**config.mk**
```make
export PLATFORM = sky130hd
export DESIGN_NAME = mhr_mac_half
export DESIGN_NICKNAME = d
export VERILOG_FILES = /design/src/rtl/mhr_pkg.sv /design/src/rtl/mhr_product.sv /design/src/rtl/mhr_mac_half.sv
export SDC_FILE = /design/constraint.sdc
export NUM_CORES = 1
export LEC_CHECK = 0
export BUFFER_PORTS_ARGS = -buffer_cell sky130_fd_sc_hd__buf_2
export CAP_MARGIN = 20
export CORE_ASPECT_RATIO = 0.9
export CORE_MARGIN = 2
export CORE_UTILIZATION = 40
export CTS_CLUSTER_SIZE = 12
export DETAILED_ROUTE_END_ITERATION = 12
export PLACE_DENSITY = 0.62
export SLEW_MARGIN = 10
export SYNTH_ARGS = -nofsm -noshare
export SYNTH_HDL_FRONTEND = slang
export SYNTH_SLANG_ARGS = --single-unit
```
**constraint.sdc**
```tcl
create_clock -name CLK -period 29.6 [get_ports CLK]
set_input_delay 4.44 -clock CLK [delete_from_list [all_inputs] [get_ports CLK]]
set_output_delay 4.44 -clock CLK [all_outputs]
set_load 0.01 [all_outputs]
```
**src/rtl/mhr_pkg.sv**
```systemverilog
// Shared constants and types of the half-register multiply-accumulate datapath.
package mhr_pkg;

   localparam int OPND_W = 16;
   localparam int ACC_W = 40;
   localparam int WIDE_W = 44;
   localparam int REG_ADDR_W = 3;
   localparam int REG_DATA_W = 32;
   localparam int ROUND_BIT = 16;

   // Word offsets on the register port.
   localparam logic [2:0] OFS_STATUS = 3'h0;
   localparam logic [2:0] OFS_ACC0_LO = 3'h1;
   localparam logic [2:0] OFS_ACC0_EXT = 3'h2;
   localparam logic [2:0] OFS_ACC1_LO = 3'h3;
   localparam logic [2:0] OFS_ACC1_EXT = 3'h4;

   // Field positions of arith_status_reg.
   localparam int BIT_RND = 0;
   localparam int BIT_V = 1;
   localparam int BIT_VS = 2;
   localparam int BIT_AV0 = 3;
   localparam int BIT_AV0S = 4;
   localparam int BIT_AV1 = 5;
   localparam int BIT_ACC_ONE_SAT_STICKY = 6;

   localparam logic RND_RESET = 1'b0;

   localparam logic [15:0] MOST_NEG_HALF = 16'h8000;
   localparam logic [31:0] FRAC_PROD_MAX = 32'h7FFF_FFFF;

   // Accumulator limits, held sign-extended at the working width.
   localparam logic signed [43:0] S40_MAX = 44'h07F_FFFF_FFFF;
   localparam logic signed [43:0] S40_MIN = 44'hF80_0000_0000;
   localparam logic signed [43:0] U40_MAX = 44'h0FF_FFFF_FFFF;
   localparam logic signed [43:0] U40_MIN = 44'h000_0000_0000;
   localparam logic signed [43:0] S32_MAX = 44'h000_7FFF_FFFF;
   localparam logic signed [43:0] S32_MIN = 44'hFFF_8000_0000;

   // Half-register limits and the rounding increment.
   localparam logic signed [43:0] S16_MAX = 44'h000_0000_7FFF;
   localparam logic signed [43:0] S16_MIN = 44'hFFF_FFFF_8000;
   localparam logic signed [43:0] U16_MAX = 44'h000_0000_FFFF;
   localparam logic signed [43:0] ROUND_HALF = 44'h000_0000_8000;
   localparam logic [15:0] TIE_PATTERN = 16'h8000;

   typedef enum logic [3:0] {
      MODE_SIGNED_FRAC,
      MODE_UNSIGNED_FRACTION,
      MODE_SIGNED_INTEGER,
      MODE_UNSIGNED_INTEGER,
      MODE_SIGNED_FRAC_CHOP,
      MODE_UNSIGNED_FRAC_CHOP,
      MODE_SCALED_FRACTION_ROUND,
      MODE_SCALED_SIGNED_INTEGER,
      MODE_INTEGER_HIGH_WORD
   } mhr_mode_t;

   typedef enum logic [1:0] {
      ACC_LOAD,
      ACC_ADD,
      ACC_SUB
   } mhr_acc_op_t;

endpackage

```
**src/rtl/mhr_product.sv**
```systemverilog
// Product former: operand signedness, shift correction and extension.
`timescale 1ns/1ps
module mhr_product
(
   input wire logic [15:0] src0, // First operand.
   input wire logic [15:0] src1, // Second operand.
   input wire logic uns, // Unsigned operand format.
   input wire logic frac_sh, // Signed fraction format with shift correction.
   input wire logic mixed, // Signed first operand by unsigned second.
   output logic signed [43:0] prod // Product extended to the working width.
);

   logic sgn0;
   logic sgn1;
   logic signed [16:0] ext0;
   logic signed [16:0] ext1;
   logic signed [33:0] raw;

   always_comb
   begin
      sgn0 = !uns || mixed;
      sgn1 = !uns && !mixed;
      ext0 = {sgn0 & src0[15], src0};
      ext1 = {sgn1 & src1[15], src1};
      raw = ext0 * ext1;
      if (frac_sh && !mixed && src0 == mhr_pkg::MOST_NEG_HALF
          && src1 == mhr_pkg::MOST_NEG_HALF)
      begin
         prod = {12'h000, mhr_pkg::FRAC_PROD_MAX};
      end
      else if (frac_sh && !mixed)
      begin
         prod = {{9{raw[33]}}, raw, 1'b0};
      end
      else
      begin
         prod = {{10{raw[33]}}, raw};
      end
   end

endmodule

```
**src/rtl/mhr_mac_half.sv**
```systemverilog
// Dual multiply-accumulate datapath writing saturated half-register results.
//
// Behaviour
// - Each unit multiplies two 16-bit halves, then loads, adds or subtracts.
// - The updated accumulator yields a saturated 16-bit half-register result.
// - Unit zero uses accumulator zero, low half; unit one accumulator one, high.
// - The rounding select bit picks biased or unbiased rounding when extracting.
// - Default format multiplies signed 1.15 values, left shift gives 1.31.
// - Minus one squared in signed fraction saturates to largest 1.31 value.
// - Signed fraction products sign-extend to 9.31, accumulator saturates there.
// - Default extraction rounds at bit 16, saturates to 1.15.
// - Unsigned fraction: no shift, zero-extend to 8.32, unsigned accumulator saturation.
// - Unsigned fraction extraction rounds at bit 16, saturates to 0.16.
// - Signed integer: no shift, sign-extend to 40.0, signed 40-bit saturation.
// - Signed integer extraction saturates the accumulator to signed 16 bits.
// - Unsigned integer: zero-extend, accumulator floor zero, unsigned 16-bit extraction.
// - Signed fraction chop mode truncates at bit 16 instead of rounding.
// - Unsigned fraction chop mode truncates at bit 16 instead of rounding.
// - Scaled fraction mode doubles, rounds at bit 16, saturates to 1.15.
// - Scaled integer mode doubles the accumulator, saturates to signed 16.
// - High-word mode saturates to 32 bits, rounds, saturates, takes top half.
// - Mixed mode on unit one: signed by unsigned, no shift correction.
// - Truncation drops low bits that do not fit the half.
// - Saturation is applied after rounding.
// - Extraction leaves the accumulator unchanged.
// - Result saturation flag tracks each extraction; extractions only set its sticky copy, software clears it.
// - Each accumulator has a saturation flag and a sticky companion.
`timescale 1ns/1ps
module mhr_mac_half
(
   input wire logic CLK, // Core clock, 20 MHz.
   input wire logic RST_B, // Asynchronous reset, active low.
   input wire logic OP_VALID, // Operation request, one cycle.
   input wire logic OP_UNIT, // Zero selects unit zero, one selects unit one.
   input wire logic [1:0] OP_ACC, // Load, add or subtract.
   input wire logic [3:0] OP_MODE, // Format option.
   input wire logic OP_MIXED, // Mixed signedness, honoured on unit one only.
   input wire logic [15:0] OP_SRC0, // First source half-word.
   input wire logic [15:0] OP_SRC1, // Second source half-word.
   input wire logic [2:0] REG_ADDR, // Register word offset.
   input wire logic [31:0] REG_WDATA, // Register write data.
   input wire logic REG_WR, // Register write strobe.
   input wire logic REG_RD, // Register read strobe.
   output logic [31:0] REG_RDATA, // Read data, in the cycle after the strobe.
   output logic RES_VALID, // Half-register result pulse.
   output logic RES_HIGH, // Result goes to the upper half.
   output logic [15:0] RES_DATA, // Extracted half-register value.
   output logic ROUNDING_SELECT_BIT, // One selects biased rounding.
   output logic HALF_RESULT_SAT, // Last extraction saturated.
   output logic HALF_RESULT_SAT_STICKY, // Sticky copy of the above.
   output logic ACC_ZERO_SAT_FLAG, // Accumulator zero saturated on its last update.
   output logic ACC_ZERO_SAT_STICKY, // Sticky copy for accumulator zero.
   output logic ACC_ONE_SAT_FLAG, // Accumulator one saturated on its last update.
   output logic ACC_ONE_SAT_STICKY // Sticky copy for accumulator one.
);

   typedef struct packed {
      logic rnd;
      logic v;
      logic vs;
      logic av0;
      logic av0s;
      logic av1;
      logic acc_one_sat_sticky;
      logic [39:0] acc0;
      logic [39:0] acc1;
      logic res_valid;
      logic res_high;
      logic [15:0] res_data;
      logic [31:0] rdata;
   } mhr_state_t;

   mhr_state_t st_reg;
   mhr_state_t st_next;

   mhr_pkg::mhr_mode_t mode;
   mhr_pkg::mhr_acc_op_t acc_op;
   logic uns;
   logic frac_sh;
   logic wide;
   logic rounds;
   logic scale;
   logic hi32;
   logic mixed;
   logic signed [43:0] prod;
   logic [39:0] acc_cur;
   logic signed [43:0] acc_ext;
   logic signed [43:0] sum;
   logic signed [43:0] acc_lo;
   logic signed [43:0] acc_hi;
   logic signed [43:0] acc_new;
   logic acc_sat;
   logic signed [43:0] scaled;
   logic signed [43:0] rnd_sum;
   logic signed [43:0] quot;
   logic signed [43:0] half_lo;
   logic signed [43:0] half_hi;
   logic [15:0] half_val;
   logic half_sat;
   logic [31:0] rd_val;

   // Decoding the format option into the few controls the datapath needs.
   always_comb
   begin
      mode = mhr_pkg::mhr_mode_t'(OP_MODE);
      acc_op = mhr_pkg::mhr_acc_op_t'(OP_ACC);
      uns = 1'b0;
      frac_sh = 1'b1;
      wide = 1'b1;
      rounds = 1'b1;
      scale = 1'b0;
      hi32 = 1'b0;
      case (mode)
         mhr_pkg::MODE_UNSIGNED_FRACTION:
         begin
            uns = 1'b1;
            frac_sh = 1'b0;
         end
         mhr_pkg::MODE_UNSIGNED_FRAC_CHOP:
         begin
            uns = 1'b1;
            frac_sh = 1'b0;
            rounds = 1'b0;
         end
         mhr_pkg::MODE_SIGNED_INTEGER:
         begin
            frac_sh = 1'b0;
            wide = 1'b0;
            rounds = 1'b0;
         end
         mhr_pkg::MODE_UNSIGNED_INTEGER:
         begin
            uns = 1'b1;
            frac_sh = 1'b0;
            wide = 1'b0;
            rounds = 1'b0;
         end
         mhr_pkg::MODE_SIGNED_FRAC_CHOP:
         begin
            rounds = 1'b0;
         end
         mhr_pkg::MODE_SCALED_FRACTION_ROUND:
         begin
            scale = 1'b1;
         end
         mhr_pkg::MODE_SCALED_SIGNED_INTEGER:
         begin
            frac_sh = 1'b0;
            wide = 1'b0;
            rounds = 1'b0;
            scale = 1'b1;
         end
         mhr_pkg::MODE_INTEGER_HIGH_WORD:
         begin
            frac_sh = 1'b0;
            hi32 = 1'b1;
         end
         default: uns = 1'b0;
      endcase
      mixed = OP_MIXED && OP_UNIT;
   end

   mhr_product u_product
   (
      .src0(OP_SRC0),
      .src1(OP_SRC1),
      .uns(uns),
      .frac_sh(frac_sh),
      .mixed(mixed),
      .prod(prod)
   );

   // Accumulate, saturate the accumulator, then extract from the new value.
   always_comb
   begin
      acc_cur = OP_UNIT ? st_reg.acc1 : st_reg.acc0;
      acc_ext = uns ? {4'h0, acc_cur} : {{4{acc_cur[39]}}, acc_cur};
      case (acc_op)
         mhr_pkg::ACC_ADD: sum = acc_ext + prod;
         mhr_pkg::ACC_SUB: sum = acc_ext - prod;
         default: sum = prod;
      endcase
      acc_lo = hi32 ? mhr_pkg::S32_MIN : (uns ? mhr_pkg::U40_MIN : mhr_pkg::S40_MIN);
      acc_hi = hi32 ? mhr_pkg::S32_MAX : (uns ? mhr_pkg::U40_MAX : mhr_pkg::S40_MAX);
      acc_sat = (sum < acc_lo) || (sum > acc_hi);
      acc_new = (sum < acc_lo) ? acc_lo : ((sum > acc_hi) ? acc_hi : sum);
      scaled = scale ? (acc_new <<< 1) : acc_new;
      rnd_sum = scaled + mhr_pkg::ROUND_HALF;
      if (!wide)
      begin
         quot = scaled;
      end
      else if (!rounds)
      begin
         quot = scaled >>> mhr_pkg::ROUND_BIT;
      end
      else
      begin
         quot = rnd_sum >>> mhr_pkg::ROUND_BIT;
         if (!st_reg.rnd && scaled[15:0] == mhr_pkg::TIE_PATTERN)
         begin
            quot[0] = 1'b0;
         end
      end
      half_lo = uns ? mhr_pkg::U40_MIN : mhr_pkg::S16_MIN;
      half_hi = uns ? mhr_pkg::U16_MAX : mhr_pkg::S16_MAX;
      half_sat = (quot < half_lo) || (quot > half_hi);
      half_val = (quot < half_lo) ? half_lo[15:0] : ((quot > half_hi) ? half_hi[15:0] : quot[15:0]);
   end

   // Register read mux; unmapped offsets read as zero.
   always_comb
   begin
      rd_val = '0;
      case (REG_ADDR)
         mhr_pkg::OFS_STATUS:
         begin
            rd_val[mhr_pkg::BIT_RND] = st_reg.rnd;
            rd_val[mhr_pkg::BIT_V] = st_reg.v;
            rd_val[mhr_pkg::BIT_VS] = st_reg.vs;
            rd_val[mhr_pkg::BIT_AV0] = st_reg.av0;
            rd_val[mhr_pkg::BIT_AV0S] = st_reg.av0s;
            rd_val[mhr_pkg::BIT_AV1] = st_reg.av1;
            rd_val[mhr_pkg::BIT_ACC_ONE_SAT_STICKY] = st_reg.acc_one_sat_sticky;
         end
         mhr_pkg::OFS_ACC0_LO: rd_val = st_reg.acc0[31:0];
         mhr_pkg::OFS_ACC0_EXT: rd_val[7:0] = st_reg.acc0[39:32];
         mhr_pkg::OFS_ACC1_LO: rd_val = st_reg.acc1[31:0];
         mhr_pkg::OFS_ACC1_EXT: rd_val[7:0] = st_reg.acc1[39:32];
         default: rd_val = '0;
      endcase
   end

   // Next state: software clears first so that a hardware set in the same cycle wins.
   always_comb
   begin
      st_next = st_reg;
      st_next.res_valid = 1'b0;
      st_next.rdata = REG_RD ? rd_val : '0;
      if (REG_WR && REG_ADDR == mhr_pkg::OFS_STATUS)
      begin
         st_next.rnd = REG_WDATA[mhr_pkg::BIT_RND];
         st_next.vs = st_reg.vs & ~REG_WDATA[mhr_pkg::BIT_VS];
         st_next.av0s = st_reg.av0s & ~REG_WDATA[mhr_pkg::BIT_AV0S];
         st_next.acc_one_sat_sticky = st_reg.acc_one_sat_sticky & ~REG_WDATA[mhr_pkg::BIT_ACC_ONE_SAT_STICKY];
      end
      if (OP_VALID)
      begin
         st_next.res_valid = 1'b1;
         st_next.res_high = OP_UNIT;
         st_next.res_data = half_val;
         st_next.v = half_sat;
         st_next.vs = st_next.vs | half_sat;
         if (OP_UNIT)
         begin
            st_next.acc1 = acc_new[39:0];
            st_next.av1 = acc_sat;
            st_next.acc_one_sat_sticky = st_next.acc_one_sat_sticky | acc_sat;
         end
         else
         begin
            st_next.acc0 = acc_new[39:0];
            st_next.av0 = acc_sat;
            st_next.av0s = st_next.av0s | acc_sat;
         end
      end
   end

   always_ff @(posedge CLK or negedge RST_B)
   begin
      if (!RST_B)
      begin
         st_reg <= '{rnd: mhr_pkg::RND_RESET, default: '0};
      end
      else
      begin
         st_reg <= st_next;
      end
   end

   assign REG_RDATA = st_reg.rdata;
   assign RES_VALID = st_reg.res_valid;
   assign RES_HIGH = st_reg.res_high;
   assign RES_DATA = st_reg.res_data;
   assign ROUNDING_SELECT_BIT = st_reg.rnd;
   assign HALF_RESULT_SAT = st_reg.v;
   assign HALF_RESULT_SAT_STICKY = st_reg.vs;
   assign ACC_ZERO_SAT_FLAG = st_reg.av0;
   assign ACC_ZERO_SAT_STICKY = st_reg.av0s;
   assign ACC_ONE_SAT_FLAG = st_reg.av1;
   assign ACC_ONE_SAT_STICKY = st_reg.acc_one_sat_sticky;
endmodule

```
==> results by group <==
Setup path
  – Worst path max stage delay: roughly 0.81 ns
  – Required @ worst endpoint: 29.97 ns
  – Crit path buffers/inverters: 5
  – Critical Path End Type: register
  – Worst-case reg-to-reg path depth: 52
  – CP startpoint kind: input pin
  – Setup CP Type: input pin to register
  – CP max-delay cell: a311oi_1
  – CP delay by family, top: compound AO/OA/AOI/OAI gates
  – Setup crit end: RES_DATA[15]
  – Reg2reg start: st_reg[60]
  – R2R setup slack: about 16 ns
  – Worst-path fanout max: 44
  – Worst EP arrival: around 25 ns
  – Setup crit start: OP_UNIT
  – R2R Path End: RES_DATA[15]
  – Critical path depth: 79

Yosys
  – Synth cell types: ~110
  – Synth top area share: 21.5%
  – Synth Register Bits: between 100 and 150
  – Mapped Nets: 4017
  – Synthesis Warnings: 0
  – Sequential element share of the synthesized area: 12.4%
  – Avg Cell Area, Syn: 8.00 um2
  – Ranking of synthesized cells by area: fa_1 (21%), dfrtp_1 (12%), ha_1 (8.2%)
  – Post-synth top area cell: fa_1
  – Synthesized cell area: roughly 0.028 mm2
  – Cells after Synth: 3458
  – Ys async rst share: 100%
  – Post-synth EDFFs: 0
  – Most used DFF post-synth: dfrtp_1

Drt
  – Iter 0 DRT Violations: between 2000 and 2500
  – Via count: 24900
  – Antenna-violating nets left: 0
  – Drt wl/cell: 19.9 um
  – First-pass DRT Iterations: 5
  – Final WL: 86100 um
  – Residual DRC: 0
  – Vias/cell: 5.75

Floorplan
  – Core Area: between 0.06 and 0.07 mm2
  – Initial Utilization: 40.4%
  – Die width: 281 um
  – Cell Rows: 91
  – I/O pins: approximately 140
  – DIE HEIGHT: about 250 um
  – Die area: 0.0713 mm2

Timing
  – Max_slew headroom: 27.1%
  – Hold Fails Final Rpt: 0
  – Fmax: between 0.04 and 0.05 GHz
  – Min Tclk post-route: 24.52 ns
  – Max-slew violations: 0
  – Fin crit share: 82.9%
  – WHS: 0.500 ns
  – Setup TNS Final: 0 ns
  – Worst-case clock skew: approximately 0.011 ns
  – Worst-Margin Slew: roughly 1.1 ns
  – Final setup viols: 0
  – Unrepaired setup endpoints after global routing: no

Clocking
  – Post-CTS Resized: 0
  – Hold_buf cts: 0
  – Clock latency on the worst-skew pair: around 0.43 ns
  – # clock sinks: 137
  – TritonCTS clock tree: done
  – Post-CTS Setup Bufs: 0
  – H-tree levels: 4
  – Max clock buf depth: 2
  – Cts bufs inserted: 17
  – Clk slew on worst S/H paths: 0.07 ns
  – Clock root buffer: clkbuf_16

Placement
  – Buffers on Ports: 108
  – GPL Wtd Cong: 0.952
  – DP HPWL: ~68000 um

Global routing
  – Pin count of the biggest net entering global routing: 77
  – Gr ovfl total: 0
  – Vias in the first global route: 24600
  – First-pass GRT wire length: 138000 um
  – Initial antenna violation count: 2
  – GRT Resource Usage Total: 24.4%

Outcome
  – Run status: finished, final reports clean

Cells and area
  – Most frequent cells in the layout: nand2_1 (447), inv_1 (402), fa_1 (297), nor2_1 (229), a21oi_1 (199)
  – # nets final: approximately 3900
  – Commonest non-fill, non-tap cell in the layout: nand2_1
  – Ratio of cells with drive above 1 in the final layout: 10.1%
  – Area Overhead vs Synth: 5.36%
  – Largest register FFs: 80

Worst hold path
  – Hold Crit Class: register to register

Flow run
  – Max cap viols: 0
[logic make-up after synthesis]
logic type / Yosys count / synth area share (%)
adder cells (fa/ha/maj): 479 / 29.7
XOR/XNOR: 89 / 2.82
flip-flops: 137 / 12.4
buffers and inverters: 643 / 9.71
multiplexers: 139 / 5.44
AO/OA/AOI/OAI: 815 / 19.8
AND/OR/NAND/NOR: 1156 / 20.1
[cell usage after synthesis, drive strengths merged, types with 24 or more instances]
cell type and number:
nand2 449, inv 403, fa 297, nor2 231, a21oi 207, ha 182
o21ai 175, and2 170, dfrtp 137, clkbuf 136, buf 102, mux2 80
mux2i 58, xnor2 58, nor3 53, a21o 51, nand3 51, o21a 48
a31oi 40, o22ai 36, a211oi 31, xor2 31, nand4 29, o211ai 28
and3 24
[metrics by stage]
step                worst slack (ns)  area, um2  utilization (%)  std cells
CTS                             5.36      29100             42.6       4330
floorplan                       7.74      27700                -       3458
detailed placement              5.02      28600             41.7       4298
global placement                5.02      28600             41.7       4298
global route                    3.81      29100             42.6       4330
finish                          5.08      29100             42.6       4334
[layer usage]
metal  vias to the layer above  global-route usage [%]  routed length (um)
li1                      11600                       -                   -
met5                         -                       0                   0
met1                     12300                    34.9               38900
met2                       904                    39.0               39000
met3                       120                    3.83                6520
met4                         0                    5.21                1720
[worst min-delay path by stage]
stage / startpoint / to / slack, ns / cells past startpoint
floorplan: st_reg[122] / st_reg[122] / 0.46 / 2
global placement: st_reg[100] / st_reg[100] / 0.48 / 2
CTS: st_reg[114] / st_reg[114] / 0.50 / 2
global route: st_reg[114] / st_reg[114] / 0.52 / 2
detailed placement: st_reg[100] / st_reg[100] / 0.49 / 2
finish: st_reg[99] / st_reg[99] / 0.50 / 2
[worst register-to-register path, delay by kind of cell, from the launching register on]
| family | cells | cell delay [ns] |
|---|---|---|
| AOI/OAI and AO/OA | 26 | 6.52 |
| xor gates and xnor gates | 2 | 0.29 |
| adders and majority gates | 4 | 1.25 |
| DFF | 1 | 0.39 |
| muxes | 1 | 0.31 |
| and+or+nand+nor | 19 | 4.45 |
[area by class of cell]
| type | instances | area [um2] |
|---|---|---|
| inverters | 405 | 1520 |
| flip-flops and latches | 137 | 3430 |
| multi-input cells | 2678 | 21600 |
| repair buffers | 148 | 847 |
| clock buffers | 17 | 425 |
| diodes | 4 | 10.0 |
| clock inverters | 15 | 160 |
| fillers | 6940 | 39300 |
| well taps | 930 | 1160 |
Power is not shown: default switching activity piles up to over one toggle a cycle in this logic, so the estimate is an artifact.
